===== config.mk =====
export PLATFORM = sky130hd
export DESIGN_NAME = async_serial_transceiver
export DESIGN_NICKNAME = d
export VERILOG_FILES = /design/src/serial_pkg.sv /design/src/baud_if.sv /design/src/baud_gen.sv /design/src/serial_rx.sv /design/src/async_serial_transceiver.sv
export SDC_FILE = /design/constraint.sdc
export NUM_CORES = 1
export LEC_CHECK = 0
export BUFFER_PORTS_ARGS = -buffer_cell sky130_fd_sc_hd__buf_4
export CORE_MARGIN = 2
export CORE_UTILIZATION = 35
export DETAILED_ROUTE_END_ITERATION = 12
export GPL_ROUTABILITY_DRIVEN = 0
export SLEW_MARGIN = 20
export SYNTH_ARGS = -nofsm -noshare
export SYNTH_HDL_FRONTEND = slang
export SYNTH_SLANG_ARGS = --single-unit

===== constraint.sdc =====
create_clock -name i_clk_sys -period 5 [get_ports i_clk_sys]
set_input_delay 0.75 -clock i_clk_sys [delete_from_list [all_inputs] [get_ports i_clk_sys]]
set_output_delay 0.75 -clock i_clk_sys [all_outputs]
set_load 0.05 [all_outputs]

===== src/serial_pkg.sv =====
package serial_pkg;

  // ----------------------------------------------------------------
  // Register map and field layout
  // ----------------------------------------------------------------
  localparam int unsigned ADDR_W = 3;
  localparam logic [2:0] ADDR_CMD = 3'h0;
  localparam logic [2:0] ADDR_CTRL = 3'h1;
  localparam logic [2:0] ADDR_TXH = 3'h2;
  localparam logic [2:0] ADDR_TXSTA = 3'h3;
  localparam logic [2:0] ADDR_RXH = 3'h4;
  localparam logic [2:0] ADDR_RXSTA = 3'h5;
  localparam int CMD_XTAL = 7;
  localparam int CMD_RXEN_B = 6;
  localparam int CMD_RCSEL_LSB = 3;
  localparam int CMD_PAR_EVEN = 2;
  localparam int CMD_PAR_EN = 1;
  localparam int CMD_WL8 = 0;
  localparam int CTRL_ECHO = 7;
  localparam int CTRL_RXEN_A = 6;
  localparam int CTRL_TXEN = 5;
  localparam int CTRL_RXINV = 4;
  localparam int CTRL_TXINV = 3;
  localparam int CTRL_BR_LSB = 0;
  localparam logic [7:0] CMD_RST = 8'h01;
  localparam logic [7:0] CTRL_RST = 8'h05;
  localparam logic [7:0] DATA_RST = 8'h00;

  // ----------------------------------------------------------------
  // Baud timing: source ticks per half bit
  // ----------------------------------------------------------------
  localparam logic [6:0] HALF_BASE_RC = 7'h08;
  localparam logic [6:0] HALF_BASE_XTAL = 7'h07;

  typedef enum logic [2:0] {
    SER_IDLE = 3'b000,
    SER_START = 3'b001,
    SER_DATA = 3'b010,
    SER_PARITY = 3'b011,
    SER_STOP = 3'b100
  } ser_state_t;

  // Parity bit for a 7 or 8 bit word; odd parity inverts the xor.
  function automatic logic parity_of(input logic [7:0] d,
                                     input logic wl8,
                                     input logic even);
    logic p;
    p = ^(wl8 ? d : {1'b0, d[6:0]});
    return even ? p : ~p;
  endfunction

endpackage


===== src/baud_if.sv =====
`timescale 1ns/1ps
interface baud_if;
  logic src_tick;
  logic xtal_sel;
  logic [2:0] rc_sel;
  logic [2:0] br;
  logic restart;
  logic half_tick;
  modport gen(input src_tick, xtal_sel, rc_sel, br, restart,
              output half_tick);
  modport user(output restart, input half_tick);
endinterface


===== src/baud_gen.sv =====
`timescale 1ns/1ps
module baud_gen (
  // Clock and reset.
  input wire logic i_clk_sys,
  input wire logic i_sys_rst,
  // Configuration, source tick and half-bit tick.
  baud_if.gen bif
);
  import serial_pkg::*;

  logic [6:0] pre_r;
  logic [6:0] div_r;
  logic half_r;
  logic [7:0] pre_lim;
  logic [6:0] div_n;
  logic pre_done;

  // ----------------------------------------------------------------
  // Divider selection
  // ----------------------------------------------------------------
  // The crystal path divides by 14 per bit, so 2400 comes out 2.48
  // percent slow; no integer ratio gets closer.
  always_comb begin
    pre_lim = (8'h01 << bif.rc_sel) - 8'h01;
    div_n = (bif.xtal_sel ? HALF_BASE_XTAL : HALF_BASE_RC)
            << (2'd3 - bif.br[1:0]);
    pre_done = bif.src_tick
               && (bif.xtal_sel || {1'b0, pre_r} == pre_lim);
  end

  // Restart holds the counters at zero so a frame starts in phase.
  always_ff @(posedge i_clk_sys) begin
    if (i_sys_rst || bif.restart) begin
      pre_r <= 7'h00;
      div_r <= 7'h00;
      half_r <= 1'b0;
    end else begin
      half_r <= 1'b0;
      if (pre_done) begin
        pre_r <= 7'h00;
        if (div_r == div_n - 7'h01) begin
          div_r <= 7'h00;
          half_r <= 1'b1;
        end else begin
          div_r <= div_r + 7'h01;
        end
      end else if (bif.src_tick) begin
        pre_r <= pre_r + 7'h01;
      end
    end
  end

  assign bif.half_tick = half_r;

endmodule


===== src/serial_rx.sv =====
`timescale 1ns/1ps
module serial_rx (
  // Clock and reset.
  input wire logic i_clk_sys,
  input wire logic i_sys_rst,
  // Synchronised line and frame format.
  input wire logic i_line,
  input wire logic i_enable,
  input wire logic i_wl8,
  input wire logic i_par_en,
  input wire logic i_par_even,
  baud_if.user bif,
  // Received word and its flags.
  output logic o_done,
  output logic [7:0] o_word,
  output logic o_start_err,
  output logic o_par_err,
  output logic o_frame_err,
  output logic o_active
);
  import serial_pkg::*;

  ser_state_t st_r;
  logic ph_r;
  logic [2:0] cnt_r;
  logic [7:0] sh_r;
  logic serr_r;
  logic perr_r;
  logic mid;

  // Half ticks alternate bit edge and bit middle after the start.
  assign mid = bif.half_tick && (ph_r || st_r == SER_START);
  assign bif.restart = (st_r == SER_IDLE);
  assign o_active = (st_r != SER_IDLE);

  // Frame walk; a drop of both enables abandons the word.
  always_ff @(posedge i_clk_sys) begin
    o_done <= 1'b0;
    if (i_sys_rst || !i_enable) begin
      st_r <= SER_IDLE;
      ph_r <= 1'b0;
      cnt_r <= 3'h0;
      serr_r <= 1'b0;
      perr_r <= 1'b0;
    end else begin
      if (bif.half_tick) ph_r <= ~ph_r & (st_r != SER_START);
      unique case (st_r)
        SER_IDLE: if (!i_line) st_r <= SER_START;
        SER_START: if (mid) begin
          serr_r <= i_line;
          perr_r <= 1'b0;
          cnt_r <= 3'h0;
          st_r <= SER_DATA;
        end
        SER_DATA: if (mid) begin
          sh_r <= {i_line, sh_r[7:1]};
          cnt_r <= cnt_r + 3'h1;
          if (cnt_r == (i_wl8 ? 3'h7 : 3'h6))
            st_r <= i_par_en ? SER_PARITY : SER_STOP;
        end
        SER_PARITY: if (mid) begin
          perr_r <= i_line != parity_of(i_wl8 ? sh_r : sh_r >> 1,
                                        i_wl8, i_par_even);
          st_r <= SER_STOP;
        end
        SER_STOP: if (mid) begin
          o_word <= i_wl8 ? sh_r : {1'b0, sh_r[7:1]};
          o_start_err <= serr_r;
          o_par_err <= perr_r;
          o_frame_err <= !i_line;
          o_done <= 1'b1;
          st_r <= SER_IDLE;
        end
      endcase
    end
  end

  property p_rx_off;
    @(posedge i_clk_sys) disable iff (i_sys_rst)
    !i_enable |=> !o_active && !o_done;
  endproperty
  a_rx_off: assert property (p_rx_off)
    else $error("Receiver stayed active while disabled.");

endmodule


===== src/async_serial_transceiver.sv =====
// Chosen here: the address map and the strobed register port.
`timescale 1ns/1ps
module async_serial_transceiver (
  // Clock and reset.
  input wire logic i_clk_sys,
  input wire logic i_sys_rst,
  // Register port.
  input wire logic [serial_pkg::ADDR_W-1:0] i_addr,
  input wire logic [7:0] i_wr_data,
  input wire logic i_wr_en,
  input wire logic i_rd_en,
  output logic [7:0] o_rd_data,
  // Baud clock sources.
  input wire logic i_rc_osc_clk,
  input wire logic i_xtal_osc_clk,
  // Serial pads.
  input wire logic i_port_b_line7,
  output logic o_port_b_line6,
  // Event outputs.
  output logic o_irq_rx_full,
  output logic o_irq_tx_empty
);
  import serial_pkg::*;

  // ----------------------------------------------------------------
  // Pad and clock synchronisers
  // ----------------------------------------------------------------
  // Index 0 receive pad, 1 RC clock, 2 crystal clock.
  logic [2:0] meta_r;
  logic [2:0] sync_r;
  logic [1:0] clk_d_r;
  logic src_tick;
  logic rx_line;

  // Two flops per input, and a third on each clock for edge detect; the first stage is read only by the second.
  always_ff @(posedge i_clk_sys) begin
    if (i_sys_rst) begin
      meta_r <= 3'h1;
      sync_r <= 3'h1;
      clk_d_r <= 2'h0;
    end else begin
      meta_r <= {i_xtal_osc_clk, i_rc_osc_clk, i_port_b_line7};
      sync_r <= meta_r;
      clk_d_r <= sync_r[2:1];
    end
  end

  // ----------------------------------------------------------------
  // Software registers
  // ----------------------------------------------------------------
  logic [7:0] cmd_r;
  logic [7:0] ctrl_r;
  logic [7:0] txh_r;
  logic tx_full_r;
  logic [7:0] rxh_r;
  logic rx_full_r;
  logic ovr_r;
  logic serr_r;
  logic perr_r;
  logic ferr_r;
  logic [7:0] rd_data_r;
  logic wr_cmd;
  logic wr_ctrl;
  logic wr_txh;
  logic wr_rxsta;
  logic rd_rxh;
  logic wl8;
  logic par_en;
  logic par_even;
  logic tx_inv;
  logic echo;

  assign wr_cmd = i_wr_en && i_addr == ADDR_CMD;
  assign wr_ctrl = i_wr_en && i_addr == ADDR_CTRL;
  assign wr_txh = i_wr_en && i_addr == ADDR_TXH;
  assign wr_rxsta = i_wr_en && i_addr == ADDR_RXSTA;
  assign rd_rxh = i_rd_en && i_addr == ADDR_RXH;
  assign wl8 = cmd_r[CMD_WL8];
  assign par_en = cmd_r[CMD_PAR_EN];
  assign par_even = cmd_r[CMD_PAR_EVEN];
  assign tx_inv = ctrl_r[CTRL_TXINV];
  assign echo = ctrl_r[CTRL_ECHO];

  // Selected source edge drives both baud generators.
  assign src_tick = cmd_r[CMD_XTAL]
                    ? (sync_r[2] && !clk_d_r[1])
                    : (sync_r[1] && !clk_d_r[0]);
  assign rx_line = sync_r[0] ^ ctrl_r[CTRL_RXINV];

  // Configuration registers.
  always_ff @(posedge i_clk_sys) begin
    if (i_sys_rst) begin
      cmd_r <= CMD_RST;
      ctrl_r <= CTRL_RST;
    end else begin
      if (wr_cmd) cmd_r <= i_wr_data;
      if (wr_ctrl) ctrl_r <= i_wr_data;
    end
  end

  // ----------------------------------------------------------------
  // Baud generators, one per direction
  // ----------------------------------------------------------------
  // Separate generators let each direction keep its own bit phase.
  baud_if bif_tx();
  baud_if bif_rx();

  assign bif_tx.src_tick = src_tick;
  assign bif_tx.xtal_sel = cmd_r[CMD_XTAL];
  assign bif_tx.rc_sel = cmd_r[CMD_RCSEL_LSB +: 3];
  assign bif_tx.br = ctrl_r[CTRL_BR_LSB +: 3];
  assign bif_rx.src_tick = src_tick;
  assign bif_rx.xtal_sel = cmd_r[CMD_XTAL];
  assign bif_rx.rc_sel = cmd_r[CMD_RCSEL_LSB +: 3];
  assign bif_rx.br = ctrl_r[CTRL_BR_LSB +: 3];

  baud_gen u_baud_tx (
    .i_clk_sys(i_clk_sys),
    .i_sys_rst(i_sys_rst),
    .bif(bif_tx.gen)
  );

  baud_gen u_baud_rx (
    .i_clk_sys(i_clk_sys),
    .i_sys_rst(i_sys_rst),
    .bif(bif_rx.gen)
  );

  // ----------------------------------------------------------------
  // Transmitter
  // ----------------------------------------------------------------
  ser_state_t tx_st_r;
  logic tx_ph_r;
  logic [2:0] tx_cnt_r;
  logic [7:0] tx_sh_r;
  logic tx_par_r;
  logic tx_line_r;
  logic tx_pin_r;
  logic irq_tx_r;
  logic tx_load;
  logic tx_end;

  assign tx_load = ctrl_r[CTRL_TXEN] && tx_full_r
                   && tx_st_r == SER_IDLE;
  assign tx_end = bif_tx.half_tick && tx_ph_r;
  assign bif_tx.restart = (tx_st_r == SER_IDLE);

  // Holding flag; a write in the load cycle keeps it set.
  always_ff @(posedge i_clk_sys) begin
    if (i_sys_rst) begin
      txh_r <= DATA_RST;
      tx_full_r <= 1'b0;
    end else begin
      if (wr_txh) txh_r <= i_wr_data;
      tx_full_r <= wr_txh
                   || (tx_full_r && !tx_load);
    end
  end

  // Shift register walk: start, data, optional parity, stop.
  always_ff @(posedge i_clk_sys) begin
    if (i_sys_rst) begin
      tx_st_r <= SER_IDLE;
      tx_ph_r <= 1'b0;
      tx_cnt_r <= 3'h0;
      tx_sh_r <= DATA_RST;
      tx_par_r <= 1'b0;
      tx_line_r <= 1'b1;
    end else if (tx_load) begin
      tx_sh_r <= txh_r;
      tx_par_r <= parity_of(txh_r, wl8, par_even);
      tx_line_r <= 1'b0;
      tx_ph_r <= 1'b0;
      tx_st_r <= SER_START;
    end else begin
      if (bif_tx.half_tick) tx_ph_r <= ~tx_ph_r;
      if (tx_end) begin
        unique case (tx_st_r)
          SER_IDLE: tx_line_r <= 1'b1;
          SER_START: begin
            tx_line_r <= tx_sh_r[0];
            tx_cnt_r <= 3'h0;
            tx_st_r <= SER_DATA;
          end
          SER_DATA: begin
            tx_sh_r <= tx_sh_r >> 1;
            tx_cnt_r <= tx_cnt_r + 3'h1;
            if (tx_cnt_r == (wl8 ? 3'h7 : 3'h6)) begin
              tx_line_r <= par_en ? tx_par_r : 1'b1;
              tx_st_r <= par_en ? SER_PARITY : SER_STOP;
            end else begin
              tx_line_r <= tx_sh_r[1];
            end
          end
          SER_PARITY: begin
            tx_line_r <= 1'b1;
            tx_st_r <= SER_STOP;
          end
          SER_STOP: begin
            tx_line_r <= 1'b1;
            tx_st_r <= SER_IDLE;
          end
        endcase
      end
    end
  end

  // Pad flop; echo bypasses the shifter, so own data is not sent.
  always_ff @(posedge i_clk_sys) begin
    if (i_sys_rst) begin
      tx_pin_r <= 1'b1;
      irq_tx_r <= 1'b0;
    end else begin
      tx_pin_r <= (echo ? sync_r[0] : tx_line_r)
                  ^ tx_inv;
      irq_tx_r <= tx_load;
    end
  end

  // ----------------------------------------------------------------
  // Receiver and its holding register
  // ----------------------------------------------------------------
  logic rx_done;
  logic [7:0] rx_word;
  logic rx_serr;
  logic rx_perr;
  logic rx_ferr;
  logic rx_active;
  logic irq_rx_r;

  serial_rx u_rx (
    .i_clk_sys(i_clk_sys),
    .i_sys_rst(i_sys_rst),
    .i_line(rx_line),
    .i_enable(ctrl_r[CTRL_RXEN_A] || cmd_r[CMD_RXEN_B]),
    .i_wl8(wl8),
    .i_par_en(par_en),
    .i_par_even(par_even),
    .bif(bif_rx.user),
    .o_done(rx_done),
    .o_word(rx_word),
    .o_start_err(rx_serr),
    .o_par_err(rx_perr),
    .o_frame_err(rx_ferr),
    .o_active(rx_active)
  );

  // A word landing in the read or clear cycle wins over the clear.
  always_ff @(posedge i_clk_sys) begin
    if (i_sys_rst) begin
      rxh_r <= DATA_RST;
      rx_full_r <= 1'b0;
      ovr_r <= 1'b0;
      serr_r <= 1'b0;
      perr_r <= 1'b0;
      ferr_r <= 1'b0;
      irq_rx_r <= 1'b0;
    end else begin
      irq_rx_r <= rx_done;
      rx_full_r <= rx_done || (rx_full_r && !rd_rxh);
      ovr_r <= (rx_done && rx_full_r && !rd_rxh)
               || (ovr_r && !wr_rxsta);
      if (rx_done) begin
        rxh_r <= rx_word;
        serr_r <= rx_serr;
        perr_r <= rx_perr;
        ferr_r <= rx_ferr;
      end
    end
  end

  // ----------------------------------------------------------------
  // Read port and outputs
  // ----------------------------------------------------------------
  // Data stands only in the cycle after the strobe; else zero.
  always_ff @(posedge i_clk_sys) begin
    if (i_sys_rst || !i_rd_en) begin
      rd_data_r <= 8'h00;
    end else begin
      unique case (i_addr)
        ADDR_CMD: rd_data_r <= cmd_r;
        ADDR_CTRL: rd_data_r <= ctrl_r;
        ADDR_TXH: rd_data_r <= txh_r;
        ADDR_TXSTA: rd_data_r <= {6'h00, tx_st_r != SER_IDLE,
                                  tx_full_r};
        ADDR_RXH: rd_data_r <= rxh_r;
        ADDR_RXSTA: rd_data_r <= {2'h0, serr_r, perr_r, ferr_r,
                                  ovr_r, rx_active, rx_full_r};
        default: rd_data_r <= 8'h00;
      endcase
    end
  end

  assign o_rd_data = rd_data_r;
  assign o_port_b_line6 = tx_pin_r;
  assign o_irq_tx_empty = irq_tx_r;
  assign o_irq_rx_full = irq_rx_r;

  // ----------------------------------------------------------------
  // Checks
  // ----------------------------------------------------------------
  property p_tx_full_set;
    @(posedge i_clk_sys) disable iff (i_sys_rst)
    wr_txh |=> tx_full_r;
  endproperty
  a_tx_full_set: assert property (p_tx_full_set)
    else $error("Holding write did not set full.");

  property p_tx_load;
    @(posedge i_clk_sys) disable iff (i_sys_rst)
    tx_load && !wr_txh |=> !tx_full_r && tx_st_r == SER_START
                           ##1 o_port_b_line6 == tx_inv;
  endproperty
  a_tx_load: assert property (p_tx_load)
    else $error("Load did not start a frame.");

  property p_tx_irq;
    @(posedge i_clk_sys) disable iff (i_sys_rst)
    $fell(tx_full_r) |-> o_irq_tx_empty;
  endproperty
  a_tx_irq: assert property (p_tx_irq)
    else $error("Empty event missing on full fall.");

  property p_idle_high;
    @(posedge i_clk_sys) disable iff (i_sys_rst)
    tx_st_r == SER_IDLE && !echo ##1 !echo
      |-> tx_pin_r == !$past(tx_inv);
  endproperty
  a_idle_high: assert property (p_idle_high)
    else $error("Transmit line not idle high.");

  property p_echo;
    @(posedge i_clk_sys) disable iff (i_sys_rst)
    echo |=> tx_pin_r == ($past(sync_r[0]) ^ $past(tx_inv));
  endproperty
  a_echo: assert property (p_echo)
    else $error("Echo did not follow the receive line.");

  property p_rx_done;
    @(posedge i_clk_sys) disable iff (i_sys_rst)
    rx_done |=> rx_full_r && o_irq_rx_full && rxh_r == $past(rx_word);
  endproperty
  a_rx_done: assert property (p_rx_done)
    else $error("Received word not transferred.");

  property p_rx_read;
    @(posedge i_clk_sys) disable iff (i_sys_rst)
    rd_rxh && !rx_done |=> !rx_full_r;
  endproperty
  a_rx_read: assert property (p_rx_read)
    else $error("Holding read did not clear full.");

  property p_ovr_clr;
    @(posedge i_clk_sys) disable iff (i_sys_rst)
    wr_rxsta && !rx_done |=> !ovr_r;
  endproperty
  a_ovr_clr: assert property (p_ovr_clr)
    else $error("Status write did not clear overrun.");

  property p_ovr_set;
    @(posedge i_clk_sys) disable iff (i_sys_rst)
    rx_done && rx_full_r && !rd_rxh |=> ovr_r;
  endproperty
  a_ovr_set: assert property (p_ovr_set)
    else $error("Overrun not flagged.");

endmodule


After elaboration in Yosys (flattened, before gate mapping)

Cells that the tools add are included.

Register bits: 133
Word-level logic and storage cells: 202
Input port bits: 18

Reductions and logical operators: 68
Add/sub/neg operators: 9
Bitwise gates (word level): 12
Shift operators: 2
Muxes and demuxes: 41
Eq/ne operators: 29

Operator list:

| kind                                                            | count |
|---|---|
| 8-bit 2-to-1 mux                                                | 6 |
| 8-bit one-hot mux with 6 select lines                           | 1 |
| 7-bit by 1-bit adder with 7-bit output, second input constant   | 4 |
| 3-bit 2-to-1 mux                                                | 9 |
| 3-bit AND reduction                                             | 7 |
| 3-bit by 2-bit == test with 1-bit output, second input constant | 6 |
| 1-bit logical AND                                               | 18 |
| 7-bit by 8-bit == test with 1-bit output                        | 2 |
| 1-bit 2-to-1 mux                                                | 16 |
| 8-bit parity                                                    | 2 |
| 3-bit one-hot mux with 5 select lines                           | 1 |
| 7-bit == test                                                   | 2 |
| 7-bit 2-to-1 mux                                                | 2 |
| 3-bit == test, second input constant                            | 4 |
| 3-bit one-hot mux with 2 select lines                           | 2 |
| 3-bit one-hot mux with 4 select lines                           | 1 |
| 2-bit OR reduction                                              | 6 |
| 1-bit logical OR                                                | 11 |
| 2-bit by 1-bit != test with 1-bit output, second input constant | 5 |
| 2-bit nonzero test                                              | 5 |
| 3-bit by 1-bit == test with 1-bit output, second input constant | 3 |
| 3-bit zero test                                                 | 3 |
| 1-bit inverter                                                  | 9 |
| 1-bit zero test                                                 | 8 |
| 22 further kinds                                                | 28 |

Depth between registers and ports, before layout

Depth after elaboration: 8
Depth in mapped cells: 13

Cells and area by module

A second synthesis with hierarchy kept.

Cell total of the unflattened synthesis: 768
Area total of the unflattened synthesis: 7025.5 µm²

Modules (own cells, without submodules):

| module                   | cells an instance | seq. area each (µm²) | area each (µm²) | instances |
|---|---|---|---|---|
| async_serial_transceiver | 354               | 1481.4               | 3189.3          | 1 |
| serial_rx                | 108               | 770.7                | 1323.8          | 1 |
| baud_gen (u_baud_rx)     | 154               | 300.3                | 1291.2          | 1 |
| baud_gen (u_baud_tx)     | 152               | 300.3                | 1221.2          | 1 |

Worst setup path before layout

OpenSTA, ideal clock, no wires.

Path type: flip-flop to flip-flop
Start: register ctrl_r[0]
End: register u_baud_rx.div_r[5]
Slack: 2.263 ns
Setup time: 0.114 ns
Data required time: 4.886 ns
Clock period less this slack: 2.737 ns
Cell stages (with the launch flop): 11
Arrival time: 2.623 ns
Path buffers: 0
Cell sequence: dfxtp_1 ha_1 nand2_4 ha_1 or3b_2 o32ai_2 xor2_1 or4_4 nand2_4 o21ai_1 a21o_1

Longest elaborated chain between the ends: 5

Ends and longest elaborated chain:

| what                                        | RTL line                       | RTL |
|---|---|---|
| start, declared                             | async_serial_transceiver.sv:52 | `logic [7:0] ctrl_r;` |
| start signal, assigned                      | async_serial_transceiver.sv:97 | `if (wr_ctrl) ctrl_r <= i_wr_data;` |
| 2-bit subtractor                            | baud_gen.sv:26                 | `<< (2'd3 - bif.br[1:0]);` |
| 7-bit by 2-bit left shift with 7-bit output | baud_gen.sv:25                 | `div_n = (bif.xtal_sel ? HALF_BASE_XTAL : HALF_BASE_RC)` |
| 7-bit by 1-bit subtractor with 7-bit output | baud_gen.sv:41                 | `if (div_r == div_n - 7'h01) begin` |
| 7-bit == test                               | baud_gen.sv:41                 |  |
| 7-bit 2-to-1 mux                            | baud_gen.sv:41                 |  |
| end signal, assigned                        | baud_gen.sv:45                 | `div_r <= div_r + 7'h01;` |
| end, declared                               | baud_gen.sv:12                 | `logic [6:0] div_r;` |

Every way passes these cells.
A chain may end at the register's enable or synchronous reset.

Worst setup path after layout

Start: register cmd_r[5]
End: register u_baud_tx.pre_r[2]

Longest elaborated chain between the ends: 6

Ends and longest elaborated chain:

| what                                        | RTL line                       | RTL |
|---|---|---|
| start, declared                             | async_serial_transceiver.sv:51 | `logic [7:0] cmd_r;` |
| start signal, assigned                      | async_serial_transceiver.sv:96 | `if (wr_cmd) cmd_r <= i_wr_data;` |
| 1-bit by 3-bit left shift with 8-bit output | baud_gen.sv:24                 | `pre_lim = (8'h01 << bif.rc_sel) - 8'h01;` |
| 8-bit by 1-bit subtractor with 8-bit output | baud_gen.sv:24                 |  |
| 7-bit by 8-bit == test with 1-bit output    | baud_gen.sv:28                 | `&& (bif.xtal_sel \|\| {1'b0, pre_r} == pre_lim);` |
| 1-bit logical OR                            | baud_gen.sv:28                 |  |
| 1-bit logical AND                           | baud_gen.sv:28                 |  |
| 2-bit OR reduction (no line)                | n/a                            |  |
| end signal, assigned                        | baud_gen.sv:48                 | `pre_r <= pre_r + 7'h01;` |
| end, declared                               | baud_gen.sv:11                 | `logic [6:0] pre_r;` |

Every way passes these cells.

==> summary.txt <==
Status
  – Status: complete, no violations

Clocking
  – Post-CTS Setup Repair Bufs: 0
  – CTS Buffer Depth: 2
  – CTS Sinks: 133
  – H-Tree Depth: 4
  – Post-CTS sizing: 0
  – Clock-pin slew on the worst setup and hold paths: 0.06 ns
  – Clock Latency Late Sink: 0.43 ns
  – CTS buffer count: 17
  – CTS tree: built
  – Hold_buf cts: 0
  – Clock root buffer: clkbuf_16

Detailed routing
  – Remaining routing DRC violations: 0
  – Initial detailed-routing violation count: 332
  – Antenna Nets Post-Route: 0
  – Drt via density: 5.16
  – Routed length per placed instance: 14.8 um
  – Final WL: 15000 um
  – Vias: 5212
  – Pre-antenna DRT Iters: 4

Critical path
  – Crit. End Element: flip-flop
  – Startpoint types: flip-flop
  – Critical R2R Launch: cmd_r[5]
  – Worst EP arrival: 3.49 ns
  – CP Class: reg -> reg
  – Worst reg2reg setup slack: 1.86 ns
  – Slowest stage delay, CP: 0.53 ns
  – Largest fanout on the critical path: 23
  – Worst path slowest cell: dfxtp_1
  – Crit-path cells: or3_1, ha_1, xor2_1, o22a_1, o211ai_1, a2111oi_4, a21oi_2, nand2_1, nor2_1
  – CP Data Required Time: 5.36 ns
  – Worst Setup SP: cmd_r[5]

Power and ir drop
  – IR drop worst, VDD: 255 uV
  – Leak: 2.67 nW
  – PwrDens: 333 nW/um^2
  – Pwr Total: 2.52 mW

STA
  – Post-layout min period: 3.14 ns
  – Worst-Margin Slew: 0.957 ns
  – Clock skew: 0.00735 ns
  – Fin Setup TNS: 0 ns
  – Max frequency: 0.319 GHz
  – Max-slew headroom: 36.0%
  – RSZ-0062 raised after global routing: false
  – Tcrit/Tclk final: 62.7%
  – Slew Limit Fails: 0
  – Final setup violation count: 0
  – Final hold viol count: 0

Yosys
  – EDFF count, synth: 19
  – Synthesized flop and latch total: 133
  – Fraction of registers with async set/reset: 0%
  – Syn. warnings: 0
  – Sequential share of the synthesized area: 43.1%
  – Mapped Area: 6610 sq um
  – Top_reg_cell synth: dfxtp_1
  – Count of different cell masters after synthesis: 73
  – Syn_area_per_cell: 8.75 sq um
  – Post-Syn Nets: 784
  – Gate Count Post-Synth: 756

Global routing
  – GRT overflow: 0
  – Initial antenna violation count: 0
  – GR Util All Layers: 15.5%
  – First-pass GRT wire length: 24600 um
  – Vias in the first global route: 4787
  – Largest net degree at the start of global routing: 63

Final layout
  – Share of cells above drive strength 1: 12.5%
  – Area delta synth->final: 14.5%
  – Filler instances: 1826
  – Nets: 791
  – Post-route insts no fill: 1010
  – N_diodes: 0

Floorplan
  – Die area: 20000 sq um
  – Die W: 141 um
  – Core ar.: 18600 sq um
  – # IOs: 29
  – Chip height: 141 um
  – Initial Utilization: 35.5%
  – Cell Rows: 50

Place
  – Dpl cells: 978
  – Post-detail-place hpwl: 10300 um
  – IO Port Bufs: 28

Hold path
  – HP Class: reg -> reg
  – HP Start: u_rx.serr_r

Run
  – Max-cap viol count: 0
==> worst max-delay path: cells and delay by family, from the launching register on <==
family          cells  cell delay [ns]
compound gates      4             1.04
simple gates        3             0.98
flops               1             0.53
fa+ha+maj           1             0.33
xor+xnor            1             0.19
==> through the flow <==
step / hold WS [ns] / worst slack, ns / area (sq um) / utilization, %
after floorplan: 0.389 / 2.26 / 6610 / -
final: 0.434 / 1.86 / 7570 / 40.6
after CTS: 0.434 / 1.91 / 7570 / 40.6
after global placement: 0.412 / 1.96 / 6950 / 37.3
after detailed placement: 0.420 / 1.92 / 6950 / 37.3
after global routing: 0.444 / 1.64 / 7570 / 40.6
==> synthesized netlist by cell type (6+ instances only) <==
cell type | number | area, sq um
a211oi_1 | 6 | 45.0
a21oi_1 | 53 | 265
a22oi_1 | 9 | 67.6
a311oi_1 | 6 | 52.6
a31oi_1 | 8 | 50.1
and3_1 | 11 | 68.8
clkbuf_1 | 30 | 113
dfxtp_1 | 114 | 2280
edfxtp_1 | 19 | 571
ha_1 | 10 | 125
inv_1 | 19 | 71.3
mux2_2 | 11 | 124
mux2i_1 | 25 | 250
nand2_1 | 107 | 402
nand2b_1 | 10 | 62.6
nand3_1 | 24 | 120
nor2_1 | 79 | 297
nor2b_1 | 15 | 93.8
nor3_1 | 12 | 60.1
nor3b_1 | 7 | 52.6
o21ai_0 | 22 | 110
o22ai_1 | 7 | 43.8
or2_2 | 6 | 37.5
xnor2_1 | 32 | 280
xor2_1 | 18 | 158
==> power by group <==
group | leakage, nW | internal (mW) | switching, mW | total, mW
Combinational | 1.28 | 0.0514 | 0.0707 | 0.122
Sequential | 1.10 | 1.09 | 0.0137 | 1.11
Clock | 0.295 | 0.803 | 0.488 | 1.29
Total | 2.67 | 1.95 | 0.572 | 2.52
==> path summary, 6_finish.rpt <==
kind                                      endpoint  cells past startpoint
worst max register to register  u_baud_tx.pre_r[2]                      9
worst min-delay path              u_rx.o_start_err                      0
worst min register to register    u_rx.o_start_err                      0
worst max-delay path            u_baud_tx.pre_r[2]                      9
==> cell type report <==
| cell class | instances | area, sq um | share of cell area [%] |
|---|---|---|---|
| Clock inverter | 13 | 171 | 2.26 |
| Inverter | 19 | 71.3 | 0.942 |
| Multi-Input combinational cell | 561 | 3510 | 46.3 |
| Clock buffer | 19 | 443 | 5.85 |
| Timing Repair Buffer | 31 | 233 | 3.07 |
| Sequential cell | 133 | 2850 | 37.7 |
| Tap cell | 234 | 293 | 3.87 |
==> per-layer routing <==
layer  GRT usage [%]  routed length (um)
met1            21.0                7380
met2            24.3                6720
met3            3.31                 531
met4            6.21                 355
met5               0                   0
==> layout by cell type (no fill, tap or decap), drive strengths merged, types with 9 or more instances in the layout <==
cell type	synthesis	layout
mux2	11	11
mux2i	25	25
nor3	13	13
ha	10	10
dfxtp	114	114
nor2b	15	15
buf	13	31
nand2b	10	10
a21oi	54	54
xor2	18	18
edfxtp	19	19
a22oi	9	9
o21ai	26	26
clkbuf	30	19
xnor2	32	32
and3	11	11
nor2	79	79
nand3	25	25
nand2	109	109
inv	19	22
==> kinds of logic (layout without fill, tap and decap cells) <==
logic type,Yosys count,in the layout,synth area share [%]
flip-flops,133,133,43.1
XOR/XNOR,52,52,7.32
adder cells (fa/ha/maj),10,10,1.89
multiplexers,36,36,5.66
buffers and inverters,62,82,3.90
AND/OR/NAND/NOR,308,308,22.6
AO/OA/AOI/OAI,155,155,15.5
==> flip-flops by register name (all words and copies together), names as in the netlist, 2 cells and up <==
name,cells
cmd_r,8
u_rx.st_r,3
sync_r,3
tx_sh_r,8
rxh_r,8
u_baud_rx.div_r,7
tx_st_r,3
clk_d_r,2
u_rx.o_word,8
meta_r,3
u_baud_tx.pre_r,7
u_rx.sh_r,8
txh_r,8
ctrl_r,8
tx_cnt_r,3
u_baud_tx.div_r,7
u_baud_rx.pre_r,7
o_rd_data,8
u_rx.cnt_r,3
(Power assumes the default switching activity.)
